### config.mk
export PLATFORM = sky130hd
export DESIGN_NAME = interval_timer
export DESIGN_NICKNAME = d
export VERILOG_FILES = /design/src/rtl/interval_timer_pkg.sv /design/src/rtl/tick_if.sv /design/src/rtl/interval_timer.sv /design/src/rtl/prescaler.sv
export SDC_FILE = /design/constraint.sdc
export NUM_CORES = 1
export LEC_CHECK = 0
export ABC_AREA = 1
export BUFFER_PORTS_ARGS = -buffer_cell sky130_fd_sc_hd__clkbuf_2
export CORE_MARGIN = 3
export CORE_UTILIZATION = 30
export CTS_CLUSTER_SIZE = 16
export DETAILED_ROUTE_END_ITERATION = 16
export GPL_ROUTABILITY_DRIVEN = 0
export GPL_TIMING_DRIVEN = 0
export PLACE_DENSITY = 0.51
export SKIP_LAST_GASP = 1
export SLEW_MARGIN = 0
export SYNTH_ARGS = -nofsm -noshare
export SYNTH_HDL_FRONTEND = slang
export SYNTH_SLANG_ARGS = --single-unit
### constraint.sdc
create_clock -name i_clk -period 2.3 [get_ports i_clk]
set_input_delay 0.69 -clock i_clk [delete_from_list [all_inputs] [get_ports i_clk]]
set_output_delay 0.69 -clock i_clk [all_outputs]
set_load 0.02 [all_outputs]
### src/rtl/interval_timer_pkg.sv
// Package with register map, field layout and prescaler constants
package interval_timer_pkg;
	localparam logic [3:0] OFS_MODE      = 4'h0;
	localparam logic [3:0] OFS_COUNT     = 4'h4;
	localparam logic [3:0] OFS_IRQ_STAT  = 4'h8;
	localparam logic [3:0] OFS_IRQ_MASK  = 4'hc;
	localparam int         MODE_BIT      = 7;
	localparam int         RSV6_BIT      = 6;
	localparam logic [2:0] ONES_FIELD    = 3'h7;
	localparam logic [2:0] SEL_RESERVED  = 3'h7;
	localparam logic [7:0] COUNT_RESET   = 8'h00;
	localparam logic [7:0] COUNT_MAX     = 8'hff;
	localparam logic [7:0] RELOAD_RESET  = 8'h00;
	localparam int         PRESCALE_W    = 13;
	localparam logic [3:0] TAP_8192      = 4'hc;
	localparam logic [3:0] TAP_2048      = 4'ha;
	localparam logic [3:0] TAP_512       = 4'h8;
	localparam logic [3:0] TAP_256       = 4'h7;
	localparam logic [3:0] TAP_64        = 4'h5;
	localparam logic [3:0] TAP_16        = 4'h3;
	localparam logic [3:0] TAP_4         = 4'h1;
endpackage

### src/rtl/tick_if.sv
// Interface carrying the count tick from prescaler to timer core
`timescale 1ns/1ps
interface tick_if;
	logic [2:0] sel;
	logic       tick;
	modport ctrl (output sel, input tick);
	modport pre  (input sel, output tick);
endinterface

### src/rtl/interval_timer.sv
// 8-bit reloadable interval timer with Wishbone register access
//
// Implementation choices: the Wishbone slave port and the address map.
`timescale 1ns/1ps
module interval_timer (
	// Clock and reset
	input  wire logic        i_clk,
	input  wire logic        i_arst_n,
	// Wishbone slave
	input  wire logic        i_wb_cyc,
	input  wire logic        i_wb_stb,
	input  wire logic        i_wb_we,
	input  wire logic [3:0]  i_wb_adr,
	input  wire logic [3:0]  i_wb_sel,
	input  wire logic [31:0] i_wb_dat,
	output logic      [31:0] o_wb_dat,
	output logic             o_wb_ack,
	// Interrupt
	output logic             o_irq
);
	tick_if tk ();

	logic        mode_reg;
	logic        rsv6_reg;
	logic [2:0]  clk_sel_reg;
	logic [7:0]  count_reg;
	logic [7:0]  count_next;
	logic [7:0]  reload_reg;
	logic        ovf_flag_reg;
	logic        ovf_en_reg;
	logic        ack_reg;
	logic [31:0] rdat_reg;
	logic        irq_reg;
	logic        req;
	logic        wr;
	logic        rd;
	logic        wr_mode;
	logic        wr_reload;
	logic        wr_mask;
	logic        rd_stat;
	logic        overflow;
	logic [7:0]  mode_view;

	prescaler u_pre (
		.i_clk    (i_clk),
		.i_arst_n (i_arst_n),
		.tk       (tk.pre)
	);

	assign tk.sel    = clk_sel_reg;
	assign req       = i_wb_cyc && i_wb_stb && !ack_reg;
	assign wr        = req && i_wb_we && i_wb_sel[0];
	assign rd        = req && !i_wb_we;
	assign wr_mode   = wr && (i_wb_adr == interval_timer_pkg::OFS_MODE);
	assign wr_reload = wr && (i_wb_adr == interval_timer_pkg::OFS_COUNT);
	assign wr_mask   = wr && (i_wb_adr == interval_timer_pkg::OFS_IRQ_MASK);
	assign rd_stat   = rd && (i_wb_adr == interval_timer_pkg::OFS_IRQ_STAT);
	assign overflow  = tk.tick &&
	                   (count_reg == interval_timer_pkg::COUNT_MAX);
	assign mode_view = {mode_reg, rsv6_reg,
	                    interval_timer_pkg::ONES_FIELD, clk_sel_reg};

	// Mode and clock select register
	always_ff @(posedge i_clk or negedge i_arst_n) begin
		if (!i_arst_n) begin
			mode_reg    <= 1'b0;
			rsv6_reg    <= 1'b1;
			clk_sel_reg <= 3'h0;
		end else if (wr_mode) begin
			mode_reg    <= i_wb_dat[interval_timer_pkg::MODE_BIT];
			rsv6_reg    <= i_wb_dat[interval_timer_pkg::RSV6_BIT];
			clk_sel_reg <= i_wb_dat[2:0];
		end
	end

	// Reload register, written through the shared counter address
	always_ff @(posedge i_clk or negedge i_arst_n) begin
		if (!i_arst_n) begin
			reload_reg <= interval_timer_pkg::RELOAD_RESET;
		end else if (wr_reload) begin
			reload_reg <= i_wb_dat[7:0];
		end
	end

	// Counter next value: software load first, then overflow, then tick
	always_comb begin
		count_next = count_reg;
		if (wr_reload) begin
			count_next = i_wb_dat[7:0];
		end else if (overflow) begin
			if (mode_reg) begin
				count_next = reload_reg;
			end else begin
				count_next = interval_timer_pkg::COUNT_RESET;
			end
		end else if (tk.tick) begin
			count_next = count_reg + 8'h01;
		end
	end

	always_ff @(posedge i_clk or negedge i_arst_n) begin
		if (!i_arst_n) begin
			count_reg <= interval_timer_pkg::COUNT_RESET;
		end else begin
			count_reg <= count_next;
		end
	end

	// Overflow flag: set wins over clear-on-read
	always_ff @(posedge i_clk or negedge i_arst_n) begin
		if (!i_arst_n) begin
			ovf_flag_reg <= 1'b0;
		end else if (overflow) begin
			ovf_flag_reg <= 1'b1;
		end else if (rd_stat) begin
			ovf_flag_reg <= 1'b0;
		end
	end

	always_ff @(posedge i_clk or negedge i_arst_n) begin
		if (!i_arst_n) begin
			ovf_en_reg <= 1'b0;
		end else if (wr_mask) begin
			ovf_en_reg <= i_wb_dat[0];
		end
	end

	// Interrupt level, masked by the enable
	always_ff @(posedge i_clk or negedge i_arst_n) begin
		if (!i_arst_n) begin
			irq_reg <= 1'b0;
		end else begin
			irq_reg <= (ovf_flag_reg || overflow) && ovf_en_reg &&
			           !(wr_mask && !i_wb_dat[0]) &&
			           !(rd_stat && !overflow);
		end
	end

	// Bus answer: one cycle after the request, unmapped reads give zero
	always_ff @(posedge i_clk or negedge i_arst_n) begin
		if (!i_arst_n) begin
			ack_reg  <= 1'b0;
			rdat_reg <= 32'h0000_0000;
		end else begin
			ack_reg  <= req;
			rdat_reg <= 32'h0000_0000;
			if (rd) begin
				case (i_wb_adr)
					interval_timer_pkg::OFS_MODE:
						rdat_reg <= {24'h00_0000, mode_view};
					interval_timer_pkg::OFS_COUNT:
						rdat_reg <= {24'h00_0000, count_reg};
					interval_timer_pkg::OFS_IRQ_STAT:
						rdat_reg <= {31'h0000_0000, ovf_flag_reg};
					interval_timer_pkg::OFS_IRQ_MASK:
						rdat_reg <= {31'h0000_0000, ovf_en_reg};
					default:
						rdat_reg <= 32'h0000_0000;
				endcase
			end
		end
	end

	assign o_wb_ack = ack_reg;
	assign o_wb_dat = rdat_reg;
	assign o_irq    = irq_reg;

	wrap_zero_a: assert property (@(posedge i_clk) disable iff (!i_arst_n)
		(overflow && !mode_reg && !wr_reload) |=> count_reg == 8'h00)
		else $error("interval overflow did not wrap");
	auto_reload_a: assert property (@(posedge i_clk) disable iff (!i_arst_n)
		(overflow && mode_reg && !wr_reload) |=>
		count_reg == $past(reload_reg))
		else $error("auto reload value not loaded");
	sw_load_a: assert property (@(posedge i_clk) disable iff (!i_arst_n)
		wr_reload |=> count_reg == $past(i_wb_dat[7:0]) &&
		reload_reg == count_reg)
		else $error("reload write did not load counter");
	sw_priority_a: assert property (@(posedge i_clk) disable iff (!i_arst_n)
		(wr_reload && tk.tick) |=> count_reg == $past(i_wb_dat[7:0]))
		else $error("tick overrode software load");
	count_step_a: assert property (@(posedge i_clk) disable iff (!i_arst_n)
		(tk.tick && !overflow && !wr_reload) |=>
		count_reg == $past(count_reg) + 8'h01)
		else $error("counter did not step");
	count_hold_a: assert property (@(posedge i_clk) disable iff (!i_arst_n)
		(!tk.tick && !wr_reload) |=> $stable(count_reg))
		else $error("counter moved without tick");
	flag_set_a: assert property (@(posedge i_clk) disable iff (!i_arst_n)
		overflow |=> ovf_flag_reg)
		else $error("overflow flag not set");
	irq_gate_a: assert property (@(posedge i_clk) disable iff (!i_arst_n)
		!ovf_en_reg |=> !o_irq)
		else $error("interrupt raised while disabled");
	ones_read_a: assert property (@(posedge i_clk) disable iff (!i_arst_n)
		(rd && i_wb_adr == interval_timer_pkg::OFS_MODE) |=>
		o_wb_dat[5:3] == 3'h7)
		else $error("mode bits 5..3 not read as one");
	no_tick_rsv_a: assert property (@(posedge i_clk) disable iff (!i_arst_n)
		(clk_sel_reg == interval_timer_pkg::SEL_RESERVED) |-> !tk.tick)
		else $error("tick on reserved select");
	mode_write_a: assert property (@(posedge i_clk) disable iff (!i_arst_n)
		wr_mode |=> mode_reg == $past(i_wb_dat[interval_timer_pkg::MODE_BIT]))
		else $error("mode bit not written");

	// Bus handshake
	ack_pulse_a: assert property (@(posedge i_clk) disable iff (!i_arst_n)
		o_wb_ack |=> !o_wb_ack)
		else $error("ack held longer than one cycle");

	ack_answer_a: assert property (@(posedge i_clk) disable iff (!i_arst_n)
		(i_wb_cyc && i_wb_stb && !o_wb_ack) |=> o_wb_ack)
		else $error("request not acknowledged");

	ack_cause_a: assert property (@(posedge i_clk) disable iff (!i_arst_n)
		!(i_wb_cyc && i_wb_stb) |=> !o_wb_ack)
		else $error("ack without request");

	dat_idle_a: assert property (@(posedge i_clk) disable iff (!i_arst_n)
		!o_wb_ack |-> o_wb_dat == 32'h0000_0000)
		else $error("read data not zero outside ack");

	write_dat_a: assert property (@(posedge i_clk) disable iff (!i_arst_n)
		(req && i_wb_we) |=> o_wb_dat == 32'h0000_0000)
		else $error("write answered with data");

	// Register read-back
	upper_zero_a: assert property (@(posedge i_clk) disable iff (!i_arst_n)
		o_wb_dat[31:8] == 24'h00_0000)
		else $error("upper read data bits not zero");

	count_read_a: assert property (@(posedge i_clk) disable iff (!i_arst_n)
		(rd && i_wb_adr == interval_timer_pkg::OFS_COUNT) |=>
		o_wb_dat[7:0] == $past(count_reg))
		else $error("counter read wrong");

	mode_read_a: assert property (@(posedge i_clk) disable iff (!i_arst_n)
		(rd && i_wb_adr == interval_timer_pkg::OFS_MODE) |=>
		o_wb_dat[7:0] == $past(mode_view))
		else $error("mode read wrong");

	stat_read_a: assert property (@(posedge i_clk) disable iff (!i_arst_n)
		rd_stat |=> o_wb_dat[0] == $past(ovf_flag_reg))
		else $error("status read wrong");

	mask_read_a: assert property (@(posedge i_clk) disable iff (!i_arst_n)
		(rd && i_wb_adr == interval_timer_pkg::OFS_IRQ_MASK) |=>
		o_wb_dat[0] == $past(ovf_en_reg))
		else $error("mask read wrong");

	unmapped_read_a: assert property (@(posedge i_clk) disable iff (!i_arst_n)
		(rd && i_wb_adr != interval_timer_pkg::OFS_MODE &&
		i_wb_adr != interval_timer_pkg::OFS_COUNT &&
		i_wb_adr != interval_timer_pkg::OFS_IRQ_STAT &&
		i_wb_adr != interval_timer_pkg::OFS_IRQ_MASK) |=>
		o_wb_dat == 32'h0000_0000)
		else $error("unmapped read not zero");

	// Flag and interrupt
	flag_clear_a: assert property (@(posedge i_clk) disable iff (!i_arst_n)
		(rd_stat && !overflow) |=> !ovf_flag_reg)
		else $error("status read did not clear flag");

	flag_hold_a: assert property (@(posedge i_clk) disable iff (!i_arst_n)
		(!overflow && !rd_stat) |=> $stable(ovf_flag_reg))
		else $error("flag moved without cause");

	flag_cause_a: assert property (@(posedge i_clk) disable iff (!i_arst_n)
		$rose(ovf_flag_reg) |-> $past(overflow))
		else $error("flag set without overflow");

	irq_follow_a: assert property (@(posedge i_clk) disable iff (!i_arst_n)
		(ovf_flag_reg && ovf_en_reg && !rd_stat && !wr_mask) |=>
		o_irq)
		else $error("enabled flag gave no interrupt");

	ovf_irq_a: assert property (@(posedge i_clk) disable iff (!i_arst_n)
		(overflow && ovf_en_reg && !wr_mask) |=> o_irq)
		else $error("overflow gave no interrupt");

	irq_cause_a: assert property (@(posedge i_clk) disable iff (!i_arst_n)
		o_irq |-> $past(ovf_flag_reg || overflow))
		else $error("interrupt without flag");

	irq_drop_a: assert property (@(posedge i_clk) disable iff (!i_arst_n)
		(wr_mask && !i_wb_dat[0]) |=> !o_irq)
		else $error("interrupt kept after disable");

	// Register writes and tick spacing
	mask_write_a: assert property (@(posedge i_clk) disable iff (!i_arst_n)
		wr_mask |=> ovf_en_reg == $past(i_wb_dat[0]))
		else $error("enable not written");

	enable_hold_a: assert property (@(posedge i_clk) disable iff (!i_arst_n)
		!wr_mask |=> $stable(ovf_en_reg))
		else $error("enable moved without write");

	reload_write_a: assert property (@(posedge i_clk) disable iff (!i_arst_n)
		wr_reload |=> reload_reg == $past(i_wb_dat[7:0]))
		else $error("reload not written");

	reload_hold_a: assert property (@(posedge i_clk) disable iff (!i_arst_n)
		!wr_reload |=> $stable(reload_reg))
		else $error("reload moved without write");

	sel_write_a: assert property (@(posedge i_clk) disable iff (!i_arst_n)
		wr_mode |=> clk_sel_reg == $past(i_wb_dat[2:0]))
		else $error("clock select not written");

	mode_hold_a: assert property (@(posedge i_clk) disable iff (!i_arst_n)
		!wr_mode |=> $stable(mode_reg) && $stable(clk_sel_reg))
		else $error("mode moved without write");

	rsv_write_a: assert property (@(posedge i_clk) disable iff (!i_arst_n)
		wr_mode |=>
		rsv6_reg == $past(i_wb_dat[interval_timer_pkg::RSV6_BIT]))
		else $error("reserved bit not stored");

	rsv_hold_a: assert property (@(posedge i_clk) disable iff (!i_arst_n)
		!wr_mode |=> $stable(rsv6_reg))
		else $error("reserved bit moved without write");

	write_sel0_a: assert property (@(posedge i_clk) disable iff (!i_arst_n)
		(req && i_wb_we && !i_wb_sel[0]) |=>
		$stable(reload_reg) && $stable(mode_reg) && $stable(ovf_en_reg))
		else $error("write without byte select took effect");

	tick_gap_a: assert property (@(posedge i_clk) disable iff (!i_arst_n)
		tk.tick |=> !tk.tick)
		else $error("ticks on consecutive cycles");
endmodule // interval_timer

### src/rtl/prescaler.sv
// Free-running prescaler producing one tick per selected divide period
`timescale 1ns/1ps
module prescaler (
	// Clock and reset
	input  wire logic i_clk,
	input  wire logic i_arst_n,
	// Tick port
	tick_if.pre       tk
);
	logic [interval_timer_pkg::PRESCALE_W-1:0] div_reg;
	logic [interval_timer_pkg::PRESCALE_W-1:0] div_next;
	logic [3:0]                                tap;

	function automatic logic [3:0] tap_of(input logic [2:0] s);
		case (s)
			3'h0:    tap_of = interval_timer_pkg::TAP_8192;
			3'h1:    tap_of = interval_timer_pkg::TAP_2048;
			3'h2:    tap_of = interval_timer_pkg::TAP_512;
			3'h3:    tap_of = interval_timer_pkg::TAP_256;
			3'h4:    tap_of = interval_timer_pkg::TAP_64;
			3'h5:    tap_of = interval_timer_pkg::TAP_16;
			default: tap_of = interval_timer_pkg::TAP_4;
		endcase
	endfunction

	assign tap      = tap_of(tk.sel);
	assign div_next = div_reg + 1'b1;

	always_ff @(posedge i_clk or negedge i_arst_n) begin
		if (!i_arst_n) begin
			div_reg <= '0;
		end else begin
			div_reg <= div_next;
		end
	end

	// Tick when all bits up to the tap are ones; reserved code gives none
	always_comb begin
		logic [interval_timer_pkg::PRESCALE_W-1:0] m;
		m = '0;
		for (int i = 0; i < interval_timer_pkg::PRESCALE_W; i++) begin
			if (i <= int'(tap)) begin
				m[i] = 1'b1;
			end
		end
		tk.tick = ((div_reg & m) == m) &&
		          (tk.sel != interval_timer_pkg::SEL_RESERVED);
	end
endmodule // prescaler

==> summary.txt, run 1 <==
Outcome
  • Outcome: finished, final reports clean

Clock tree
  • TritonCTS clock tree: built
  • Setup Buffers After CTS: 0
  • CTS Hold Bufs: 0
  • Clock Latency Late Sink: 0.30 ns
  • Clock root cell: clkbuf_8
  • CTS sink count: 46
  • CTS clk-pin slew, worst paths: 0.09 ns
  • CTS Buf Count: 5
  • Max clock buf depth: 2
  • CTS resizes: 0
  • H-tree depth: 2

Finish
  • Layout Nets: 397
  • Diode count: 0
  • Share of cells above drive strength 1: 23.6%
  • Max FFs per register: 13
  • Final core occ: between 30 and 40%
  • Fill cell count: 817
  • Area delta synth->final: 19.7%

STA
  • Fmax: between 500 and 600 MHz
  • Final hold slack: 0.457 ns
  • Hold Fails Final Rpt: 0
  • Setup TNS Final: 0 ns
  • Slew Viols, Final: 0
  • RSZ-0062 raised after global routing: no
  • Clk_skew: 0.00686 ns
  • Slew headroom: 24.3%
  • Final setup viols: 0
  • Final period util: 75.1%
  • Fin crit period: approximately 1.7 ns
  • Worst Tran Pin Value: 1.14 ns

Critical path
  • Crit path kind: in -> reg
  • Critical path arrival: between 1.5 and 2 ns
  • Reg2Reg Setup Slack: about 0.65 ns
  • Critical path endpoint: mode_reg$_DFFE_PN0P_
  • Setup crit start: i_wb_adr[1]
  • Cell depth of the worst flop-to-flop path: 8
  • CP Data Required Time: 2.48 ns
  • Worst Path Max Fanout: 10
  • Setup crit end kind: register
  • Critical R2R Capture: count_reg[7]$_DFFE_PN0P_
  • RR Startpoint: count_reg[0]$_DFFE_PN0P_
  • Worst setup SP type: input pin

Power
  • Overall power: 2180 uW
  • VDD IR max: 0.242 mV
  • Pwr/cell area: 731 nW/um^2
  • Leak: 0.00158 uW

Yosys
  • Simple-gate portion of the synthesized area: 25.5%
  • Compound-cell area share of the yosys netlist: 7.82%
  • Top cell type's share of synthesized area: 45.1%
  • Post-Synth Adder-Cell Area: around 1.0%
  • Area contributors post-synth: dfrtp_1, nand2_1, buf_4, inv_1, xor2_1
  • Area share of xor/xnor cells in the synthesized design: 5.61%
  • Syn Inst Count: 293
  • Yosys cell types: 39
  • Mux cell area share after synthesis: 0%
  • Async SR Flop Fraction: 100%
  • Seq cells post-synth: 46
  • Area leader, netlist: dfrtp_1
  • Post-synth EDFFs: 0
  • Synthesized area per cell: 8.52 um^2
  • Register area share after synthesis: approximately 46%
  • Main combinational cell family by area after synthesis: simple AND/OR/NAND/NOR gates
  • Cell with the most instances after synthesis: nand2_1
  • Post-synth top cells: nand2_1, dfrtp_1, inv_1
  • Number of synthesis warnings: 0
  • Dominant synthesized flop cell: dfrtp_1
  • Synth Cell Area: 2500 um^2

Floorplanning
  • # IOs: 79
  • Row cnt: 32
  • Die height: 97.2 um
  • Width of the chip: 97.2 um
  • Die Footprint: 9450 um^2
  • Core ar.: 7890 um^2
  • Initial Util: 31.6%

Placement
  • Port Buffers: 27
  • Final HPWL from detailed placement: 3860 um

Job
  • Max-cap viol count: 0

Worst hold path
  • Class of the worst hold path: reg -> reg
  • Hold wc startpoint: o_wb_ack$_DFF_PN0_

GRT
  • Largest net degree at the start of global routing: 47
  • Vias in the first global route: 1852
  • First-pass GRT wire length: 8860 um
  • Tot GR Track Use: around 11%
  • Initial antenna violation count: 0
  • Aggregate global routing overflow: 0

Routing
  • Routed length per placed instance: between 10 and 15 um
  • Final ANT Viol Nets: 0
  • Via Count: around 1900
  • Post-Route WL: 5130 um
  • DRT iter0 DRCs: approximately 120
  • Pre-Repair DR Iteration Count: 4
  • DRC violations left: 0
  • Via/cell ratio: between 4 and 5
==> power by group <==
part / internal, uW / switching [uW]
logic: 179 / 252
clock network: 463 / 277
registers: 902 / 112
total: 1540 / 640
==> layer usage <==
metal	GRT usage [%]	vias up	wire length, um
li1	-	1003	-
met1	16.0	841	2490
met2	16.8	59	2180
met3	2.66	8	344
met4	4.90	0	115
met5	0	-	0
==> cell type report <==
cell class | count | area (um^2) | share of cell area, %
tap | 102 | 128 | 4.27
inverter | 36 | 144 | 4.82
multi-input combinational | 207 | 1090 | 36.3
clock inverter | 2 | 60.1 | 2.01
buffer | 27 | 200 | 6.70
clock buffer | 6 | 82.6 | 2.76
sequential | 46 | 1150 | 38.6
timing repair buffer | 27 | 135 | 4.52
==> layout by cell type (no fill, tap or decap), drive strengths merged, types with 5 or more instances in the layout <==
master and count:
a21oi 17, buf 26, clkbuf 34, conb 24
dfrtp 45, inv 34, nand2 73, nand3 20
nand4 7, nor2 26, o21ai 12, xnor2 5
xor2 11
==> worst min path at each step <==
stage                                       to  depth (start not counted)
floorplan           clk_sel_reg[0]$_DFFE_PN0P_                          0
global placement            o_wb_ack$_DFF_PN0_                          1
detailed placement          o_wb_ack$_DFF_PN0_                          1
CTS                         o_wb_ack$_DFF_PN0_                          1
global route        u_pre.div_reg[0]$_DFF_PN0_                          1
finish                      o_wb_ack$_DFF_PN0_                          1
==> kinds of logic (layout without fill, tap and decap cells) <==
| group | count (synthesis) | after routing |
|---|---|---|
| XOR/XNOR | 16 | 16 |
| adder cells (fa/ha/maj) | 2 | 2 |
| AO/OA/AOI/OAI | 35 | 35 |
| flip-flops | 46 | 46 |
| AND/OR/NAND/NOR | 130 | 130 |
| buffers and inverters | 63 | 98 |
| other | 1 | 24 |
==> worst max-delay path, stage by stage <==
cell and delay [ns]:
clkbuf_2 0.08, nor2_2 0.23, nand2_1 0.08, nor2_1 0.38, nand2_2 0.26, nand2_1 0.11
o21ai_0 0.08
==> through the flow <==
| step | cell area, um^2 | cells | setup slack (ns) |
|---|---|---|---|
| finish | 2990 | 453 | 0.574 |
| global route | 2990 | 453 | 0.396 |
| CTS | 2990 | 453 | 0.582 |
| detailed placement | 2850 | 445 | 0.258 |
| global placement | 2850 | 445 | 0.278 |
| floorplan | 2580 | 316 | 0.630 |
Power figures use the tool's default switching activity.
==> inputs of run 2 (changes only) <==
==> constraint.sdc (replaced) <==
create_clock -name i_clk -period 1.66 [get_ports i_clk]
set_input_delay 0.498 -clock i_clk [delete_from_list [all_inputs] [get_ports i_clk]]
set_output_delay 0.498 -clock i_clk [all_outputs]
set_load 0.02 [all_outputs]
==> summary.txt, run 2 (synthesized netlist as in run 1, its figures left out) <==
Power
  • VDD IR max: 0.345 mV (+43%)
  • Pwr/cell area: 994 nW/um^2 (+36%)
  • Leak: 0.00161 uW (+2.4%)

Routing
  • Pre-Repair DR Iteration Count: 4 (unchanged)
  • Routed length per placed instance: 11.4 um (+0.42%)
  • Post-Route WL: 5230 um (+2.0%)
  • DRC violations left: 0 (unchanged)
  • Final ANT Viol Nets: 0 (unchanged)
  • DRT iter0 DRCs: 111 (-3.5%)
  • Via Count: 1923 (+0.63%)
  • Via/cell ratio: 4.18 (-0.90%)

Floorplanning
  • Core ar.: 7890 um^2 (unchanged)
  • Row cnt: 32 (unchanged)
  • Width of the chip: 97.2 um (unchanged)
  • Die Footprint: 9450 um^2 (unchanged)
  • Die height: 97.2 um (unchanged)
  • Initial Util: 31.6% (unchanged)
  • # IOs: 79 (unchanged)

Job
  • Max-cap viol count: 0 (unchanged)

Outcome
  • Outcome: finished, final reports clean

STA
  • Setup ws final: 0.124 ns (-0.450 ns)
  • Slew headroom: 23.9% (-0.41 points)
  • Clk_skew: 0.00512 ns (-0.00174 ns)
  • Fin crit period: 1.54 ns
  • Fmax: 651 MHz
  • Final period util: 92.6%
  • Slew Viols, Final: 0 (unchanged)
  • Worst Tran Pin Value: 1.14 ns (+0.00612 ns)
  • Hold Fails Final Rpt: 0 (unchanged)
  • Final setup viols: 0 (unchanged)

Placement
  • Placed Cells: 445 (unchanged)
  • Port Buffers: 27 (unchanged)
  • Pre-CTS setup slack: -0.190 ns (-0.448 ns)
  • Final HPWL from detailed placement: 3860 um (unchanged)
  • DP Area: 2850 um^2 (unchanged)

Finish
  • Area delta synth->final: 22.5%
  • Commonest cells after routing, fill and taps aside: nand2_1, dfrtp_1, buf_4
  • Fill cell count: 813 (-0.49%)
  • Non-filler cells in the finished layout: 460 (+1.5%)
  • Post-route cell area: 3060 um^2 (+2.3%)
  • Layout Nets: 404 (+1.8%)
  • Diode count: 0 (unchanged)
  • Most common cell after layout, fill and taps aside: nand2_1
  • Max FFs per register: 13 (unchanged)
  • Share of cells above drive strength 1: 26.0% (+2.3 points)
  • Final core occ: 38.8% (+0.89 points)

Critical path
  • Worst Path Max Fanout: 7 (-3)
  • Critical path arrival: 1.72 ns (-0.19 ns)
  • Reg2Reg Setup Slack: 0.12 ns (-0.53 ns)
  • Setup crit start: count_reg[0]$_DFFE_PN0P_
  • Crit path kind: reg -> reg
  • Setup crit end kind: register
  • RR Startpoint: count_reg[0]$_DFFE_PN0P_
  • CP Data Required Time: 1.84 ns (-0.64 ns)
  • Worst setup SP type: register

GRT
  • Vias in the first global route: 1852 (unchanged)
  • Largest net degree at the start of global routing: 47 (unchanged)
  • Tot GR Track Use: 11.4% (unchanged)
  • First-pass GRT wire length: 8860 um (unchanged)
  • Aggregate global routing overflow: 0 (unchanged)
  • Initial antenna violation count: 0 (unchanged)

Clock tree
  • CTS sink count: 46 (unchanged)
  • CTS clk-pin slew, worst paths: 0.09 ns (about the same)
  • Clock Latency Late Sink: 0.30 ns (about the same)
  • TritonCTS clock tree: built
  • H-tree depth: 2 (unchanged)
  • CTS Buf Count: 5 (unchanged)
  • Clock root cell: clkbuf_8
  • Max clock buf depth: 2 (unchanged)

Worst hold path
  • Class of the worst hold path: in -> async
==> run 2: path summary, 6_finish.rpt <==
| path | depth (start not counted) | endpoint |
|---|---|---|
| max reg2reg | 7 | count_reg[2]$_DFFE_PN0P_ |
| min | 1 | u_pre.div_reg[5]$_DFF_PN0_ |
| min reg2reg | 1 | u_pre.div_reg[0]$_DFF_PN0_ |
| min in group i_clk | 3 | o_wb_ack$_DFF_PN0_ |
| max in group asynchronous | 1 | count_reg[0]$_DFFE_PN0P_ |
| max | 7 | count_reg[2]$_DFFE_PN0P_ |
==> run 2: power by group <==
| part | internal (uW) | switching, uW | total [uW] |
|---|---|---|---|
| combinational | 250 | 356 | 606 |
| sequential | 1250 | 152 | 1400 |
| clock | 642 | 387 | 1030 |
==> run 2: area by class of cell <==
| cell class | count | area, um^2 | share of cell area, % |
|---|---|---|---|
| Clock buffer | 6 | 82.6 | 2.70 |
| Buffer | 27 | 200 | 6.55 |
| Sequential cell | 46 | 1150 | 37.7 |
| Clock inverter | 2 | 60.1 | 1.96 |
| Inverter | 36 | 144 | 4.71 |
| Timing Repair Buffer | 34 | 188 | 6.14 |
| Multi-Input combinational cell | 207 | 1100 | 36.0 |
| Tap cell | 102 | 128 | 4.17 |
==> run 2: repair_timing <==
action / CTS / global route
endpoints found under the setup margin: 0 / 11
resized for setup: 0 / 4
hold buffers: 0 / 0
setup buffers: 0 / 7
==> run 2: worst max-delay path, stage by stage (launching register included) <==
cell and delay, ns:
dfrtp_2 0.42, ha_1 0.22, nand3_2 0.14, nor2_4 0.23
buf_4 0.17, nand2_1 0.05, o2111ai_1 0.10, nand3_1 0.09
==> run 2: through the flow <==
stage	hold slack, ns	TNS [ns]	total power [uW]
after floorplan	0.202	0	1860
after global placement	0.437	-1.71	2020
after detailed placement	0.447	-1.97	2020
after CTS	0.399	0	3060
after global routing	0.414	-0.00577	3230
final	0.392	0	3040
==> run 2: metal layers <==
layer | global-route usage (%) | wire, um | up-vias
met4 | 4.90 | 86 | 0
met1 | 16.0 | 2550 | 850
met3 | 2.66 | 297 | 6
met5 | 0 | 0 | -
met2 | 16.8 | 2300 | 50
li1 | - | - | 1017
==> inputs of run 3 (changes only) <==
--- a/config.mk
+++ b/config.mk
@@ -5,7 +5,6 @@
 export SDC_FILE = /design/constraint.sdc
 export NUM_CORES = 1
 export LEC_CHECK = 0
-export ABC_AREA = 1
 export BUFFER_PORTS_ARGS = -buffer_cell sky130_fd_sc_hd__clkbuf_2
 export CORE_MARGIN = 3
 export CORE_UTILIZATION = 30
@@ -19,3 +18,4 @@
 export SYNTH_ARGS = -nofsm -noshare
 export SYNTH_HDL_FRONTEND = slang
 export SYNTH_SLANG_ARGS = --single-unit
+export TNS_END_PERCENT = 30
==> summary.txt, run 3 <==
Floorplanning
  • Die Footprint: 8910 um^2 (-5.7%)
  • Core ar.: 7410 um^2 (-6.1%)
  • Die height: 94.4 um (-2.9%)
  • Width of the chip: 94.4 um (-2.9%)
  • # IOs: 79 (unchanged)
  • Initial Util: 31.6% (about the same)
  • Row cnt: 31 (-3.1%)

Outcome
  • Outcome: complete, but fails checks
  • Failing checks: setup timing

Yosys
  • Register area share after synthesis: 49.2% (+3.0 points)
  • Seq cells post-synth: 46 (unchanged)
  • Async SR Flop Fraction: 100% (unchanged)
  • Number of synthesis warnings: 0 (unchanged)
  • Top cell type's share of synthesized area: 48.1% (+2.9 points)
  • Post-synth EDFFs: 0 (unchanged)
  • Area leader, netlist: dfrtp_1
  • Synth Cell Area: 2340 um^2 (-6.1%)
  • Post-synth top cells: dfrtp_1, nand2_1, buf_4
  • Cell with the most instances after synthesis: dfrtp_1
  • Yosys cell types: 39 (unchanged)
  • Area contributors post-synth: dfrtp_1, buf_4, nand2_1, mux2i_1, mux2_2
  • Dominant synthesized flop cell: dfrtp_1
  • Syn Inst Count: 232 (-21%)
  • Synthesized area per cell: 10.1 um^2 (+19%)

Critical path
  • CP Cell Sequence: nand2_2 -> mux2i_2 -> o2111ai_4 -> nor4_2 -> mux2i_1 -> o21ai_1
  • Worst Path Max Fanout: 5 (-2)
  • CP Data Required Time: 1.84 ns (about the same)
  • Slowest stage delay, CP: 0.45 ns (+0.03 ns)
  • Crit path kind: reg -> reg
  • Bufs and invs on worst path: 0 (-1)
  • CP top delay family: multiplexers
  • Setup crit end kind: register
  • Worst setup SP type: register
  • Critical path's slowest cell: dfrtp_2
  • Critical path arrival: 1.88 ns (+0.16 ns)

STA
  • Final setup viols: 1 (+1)
  • Setup ws final: -0.0339 ns (-0.158 ns)
  • Setup TNS Final: -0.0339 ns (-0.0339 ns)
  • Worst Tran Pin Value: 1.13 ns (-0.0115 ns)
  • Fin crit period: 1.69 ns (+0.158 ns)
  • Slew Viols, Final: 0 (unchanged)
  • Final period util: 102% (+9.5 points)
  • Slew headroom: 24.6% (+0.77 points)
  • Clk_skew: 0.00268 ns (-0.00244 ns)
  • RSZ-0062 raised after global routing: yes
  • Fmax: 590 MHz (-9.3%)
  • Hold Fails Final Rpt: 0 (unchanged)

GRT
  • Aggregate global routing overflow: 0 (unchanged)
  • Tot GR Track Use: 11.1% (-0.26 points)
  • First-pass GRT wire length: 7820 um (-12%)
  • Largest net degree at the start of global routing: 47 (unchanged)
  • Initial antenna violation count: 0 (unchanged)
  • Vias in the first global route: 1654 (-11%)

Routing
  • Pre-Repair DR Iteration Count: 4 (unchanged)
  • DRT iter0 DRCs: 41 (-63%)
  • Via/cell ratio: 4.28 (+2.4%)
  • Routed length per placed instance: 12.0 um (+5.1%)
  • Post-Route WL: 4710 um (-10%)
  • Final ANT Viol Nets: 0 (unchanged)
  • Via Count: 1686 (-12%)
  • DRC violations left: 0 (unchanged)

Finish
  • Seq. cell area: 1160 um^2 (+0.33%)
  • Layout Nets: 341 (-16%)
  • Final core occ: 39.4% (+0.67 points)
  • Commonest cells after routing, fill and taps aside: dfrtp_1, nand2_1, buf_4
  • Max FFs per register: 13 (unchanged)
  • Most common cell after layout, fill and taps aside: dfrtp_1
  • Non-filler cells in the finished layout: 394 (-14%)
  • Area delta synth->final: 24.7%
  • Share of cells above drive strength 1: 35.3% (+9.3 points)
  • Fill cell count: 752 (-7.5%)
  • Area of the multi-input gates: 1090 um^2 (-0.79%)
  • Diode count: 0 (unchanged)

Clock tree
  • CTS Hold Bufs: 0 (unchanged)
  • Max clock buf depth: 2 (unchanged)
  • TritonCTS clock tree: built
  • CTS Buf Count: 5 (unchanged)
  • Clock Latency Late Sink: 0.30 ns (about the same)
  • CTS clk-pin slew, worst paths: 0.08 ns (about the same)
  • Clock root cell: clkbuf_8
  • CTS sink count: 46 (unchanged)
  • H-tree depth: 2 (unchanged)

Placement
  • Final HPWL from detailed placement: 3360 um (-13%)
  • Pre-CTS setup slack: -0.398 ns (-0.208 ns)
  • Placed Cells: 381 (-14%)
  • Port Buffers: 27 (unchanged)

Power
  • VDD IR max: 0.333 mV (-3.7%)
  • Pwr/cell area: 874 nW/um^2 (-12%)
  • Clock network fraction of design power: 39.8% (+5.9 points)
  • Overall power: 2550 uW (-16%)
  • Internal: 1950 uW (-9.2%)
  • Flop pwr share: 48.0% (+1.8 points)
  • Sw Share: 23.8% (-5.7 points)
  • Leak: 0.00147 uW (-9.2%)
  • Switching Power: 607 uW (-32%)
  • Comb pwr share: 12.2% (-7.7 points)

Worst hold path
  • Class of the worst hold path: in -> async

Job
  • Max-cap viol count: 0 (unchanged)
==> run 3: changes by cell type in the layout (fill, tap and decap cells not counted), sizes merged, moves of 6 or more <==
cell | previous run | this run
inv | 34 | 5
nand3 | 20 | 13
nand2 | 73 | 39
and3 | 1 | 7
mux2 | 0 | 7
xor2 | 11 | 4
a21oi | 17 | 11
mux2i | 0 | 8
nor2 | 26 | 19
==> run 3: layer usage <==
layer  vias to the layer above  wire length [um]  global-route usage, %
met3                         8               296                   2.71
met2                        46              2090                   17.4
li1                        859                 -                      -
met5                         -                 0                      0
met4                         0                82                   4.21
met1                       773              2240                   14.9
==> run 3: kinds of logic (layout without fill, tap and decap cells) <==
| kind of cell | count (synthesis) | in the layout | synth area share (%) |
|---|---|---|---|
| other | 1 | 24 | 0.160 |
| adder cells (fa/ha/maj) | 2 | 2 | 1.07 |
| multiplexers | 16 | 16 | 7.74 |
| flip-flops | 46 | 46 | 49.2 |
| AND/OR/NAND/NOR | 92 | 92 | 19.1 |
| AO/OA/AOI/OAI | 29 | 29 | 8.65 |
| buffers and inverters | 35 | 75 | 9.98 |
| XOR/XNOR | 11 | 11 | 4.11 |
==> run 3: power by group through the flow <==
stage	registers (uW)	logic, uW	clock network [uW]
4_1_cts	1220	305	1050
6_report	1230	311	1020
2_1_floorplan	1240	211	0
5_1_grt	1240	348	1090
3_3_place_gp	1250	289	0
3_5_place_dp	1250	292	0
==> run 3: final cells by class <==
| type | count | share of cell area [%] |
|---|---|---|
| Sequential cell | 46 | 39.6 |
| Buffer | 30 | 7.37 |
| Timing Repair Buffer | 32 | 5.82 |
| Clock buffer | 6 | 2.83 |
| Tap cell | 99 | 4.24 |
| Clock inverter | 2 | 2.06 |
| Inverter | 5 | 0.642 |
| Multi-Input combinational cell | 174 | 37.4 |
==> run 3: final timing paths <==
path	cells after the start	slack, ns	start	to
max	6	-0.03	clk_sel_reg[1]$_DFFE_PN0P_	count_reg[6]$_DFFE_PN0P_
min	1	0.41	i_arst_n	u_pre.div_reg[4]$_DFF_PN0_
max reg2reg	6	-0.03	clk_sel_reg[1]$_DFFE_PN0P_	count_reg[6]$_DFFE_PN0P_
min reg2reg	1	0.47	o_wb_ack$_DFF_PN0_	o_wb_ack$_DFF_PN0_
max in group asynchronous	1	0.49	i_arst_n	count_reg[0]$_DFFE_PN0P_
min in group i_clk	3	0.43	i_wb_dat[5]	count_reg[5]$_DFFE_PN0P_
==> run 3: metrics by stage <==
stage | area [um^2] | hold slack [ns]
CTS | 2880 | 0.420
detailed placement | 2690 | 0.456
floorplan | 2430 | 0.202
finish | 2920 | 0.411
global route | 2920 | 0.431
global placement | 2690 | 0.456
==> run 3: worst register-to-register path, delay by kind of cell (launching register included) <==
family           cells  cell delay (ns)
multiplexers         2             0.50
AND/OR/NAND/NOR      2             0.36
AO/OA/AOI/OAI        2             0.27
flip-flops           1             0.45
==> run 3: what timing repair did <==
action | in CTS | in global routing
cloned | 1 | 0
setup endpoints to repair | 13 | 14
buffers inserted | 3 | 1
pin swaps | 0 | 3
resized for setup | 5 | 9
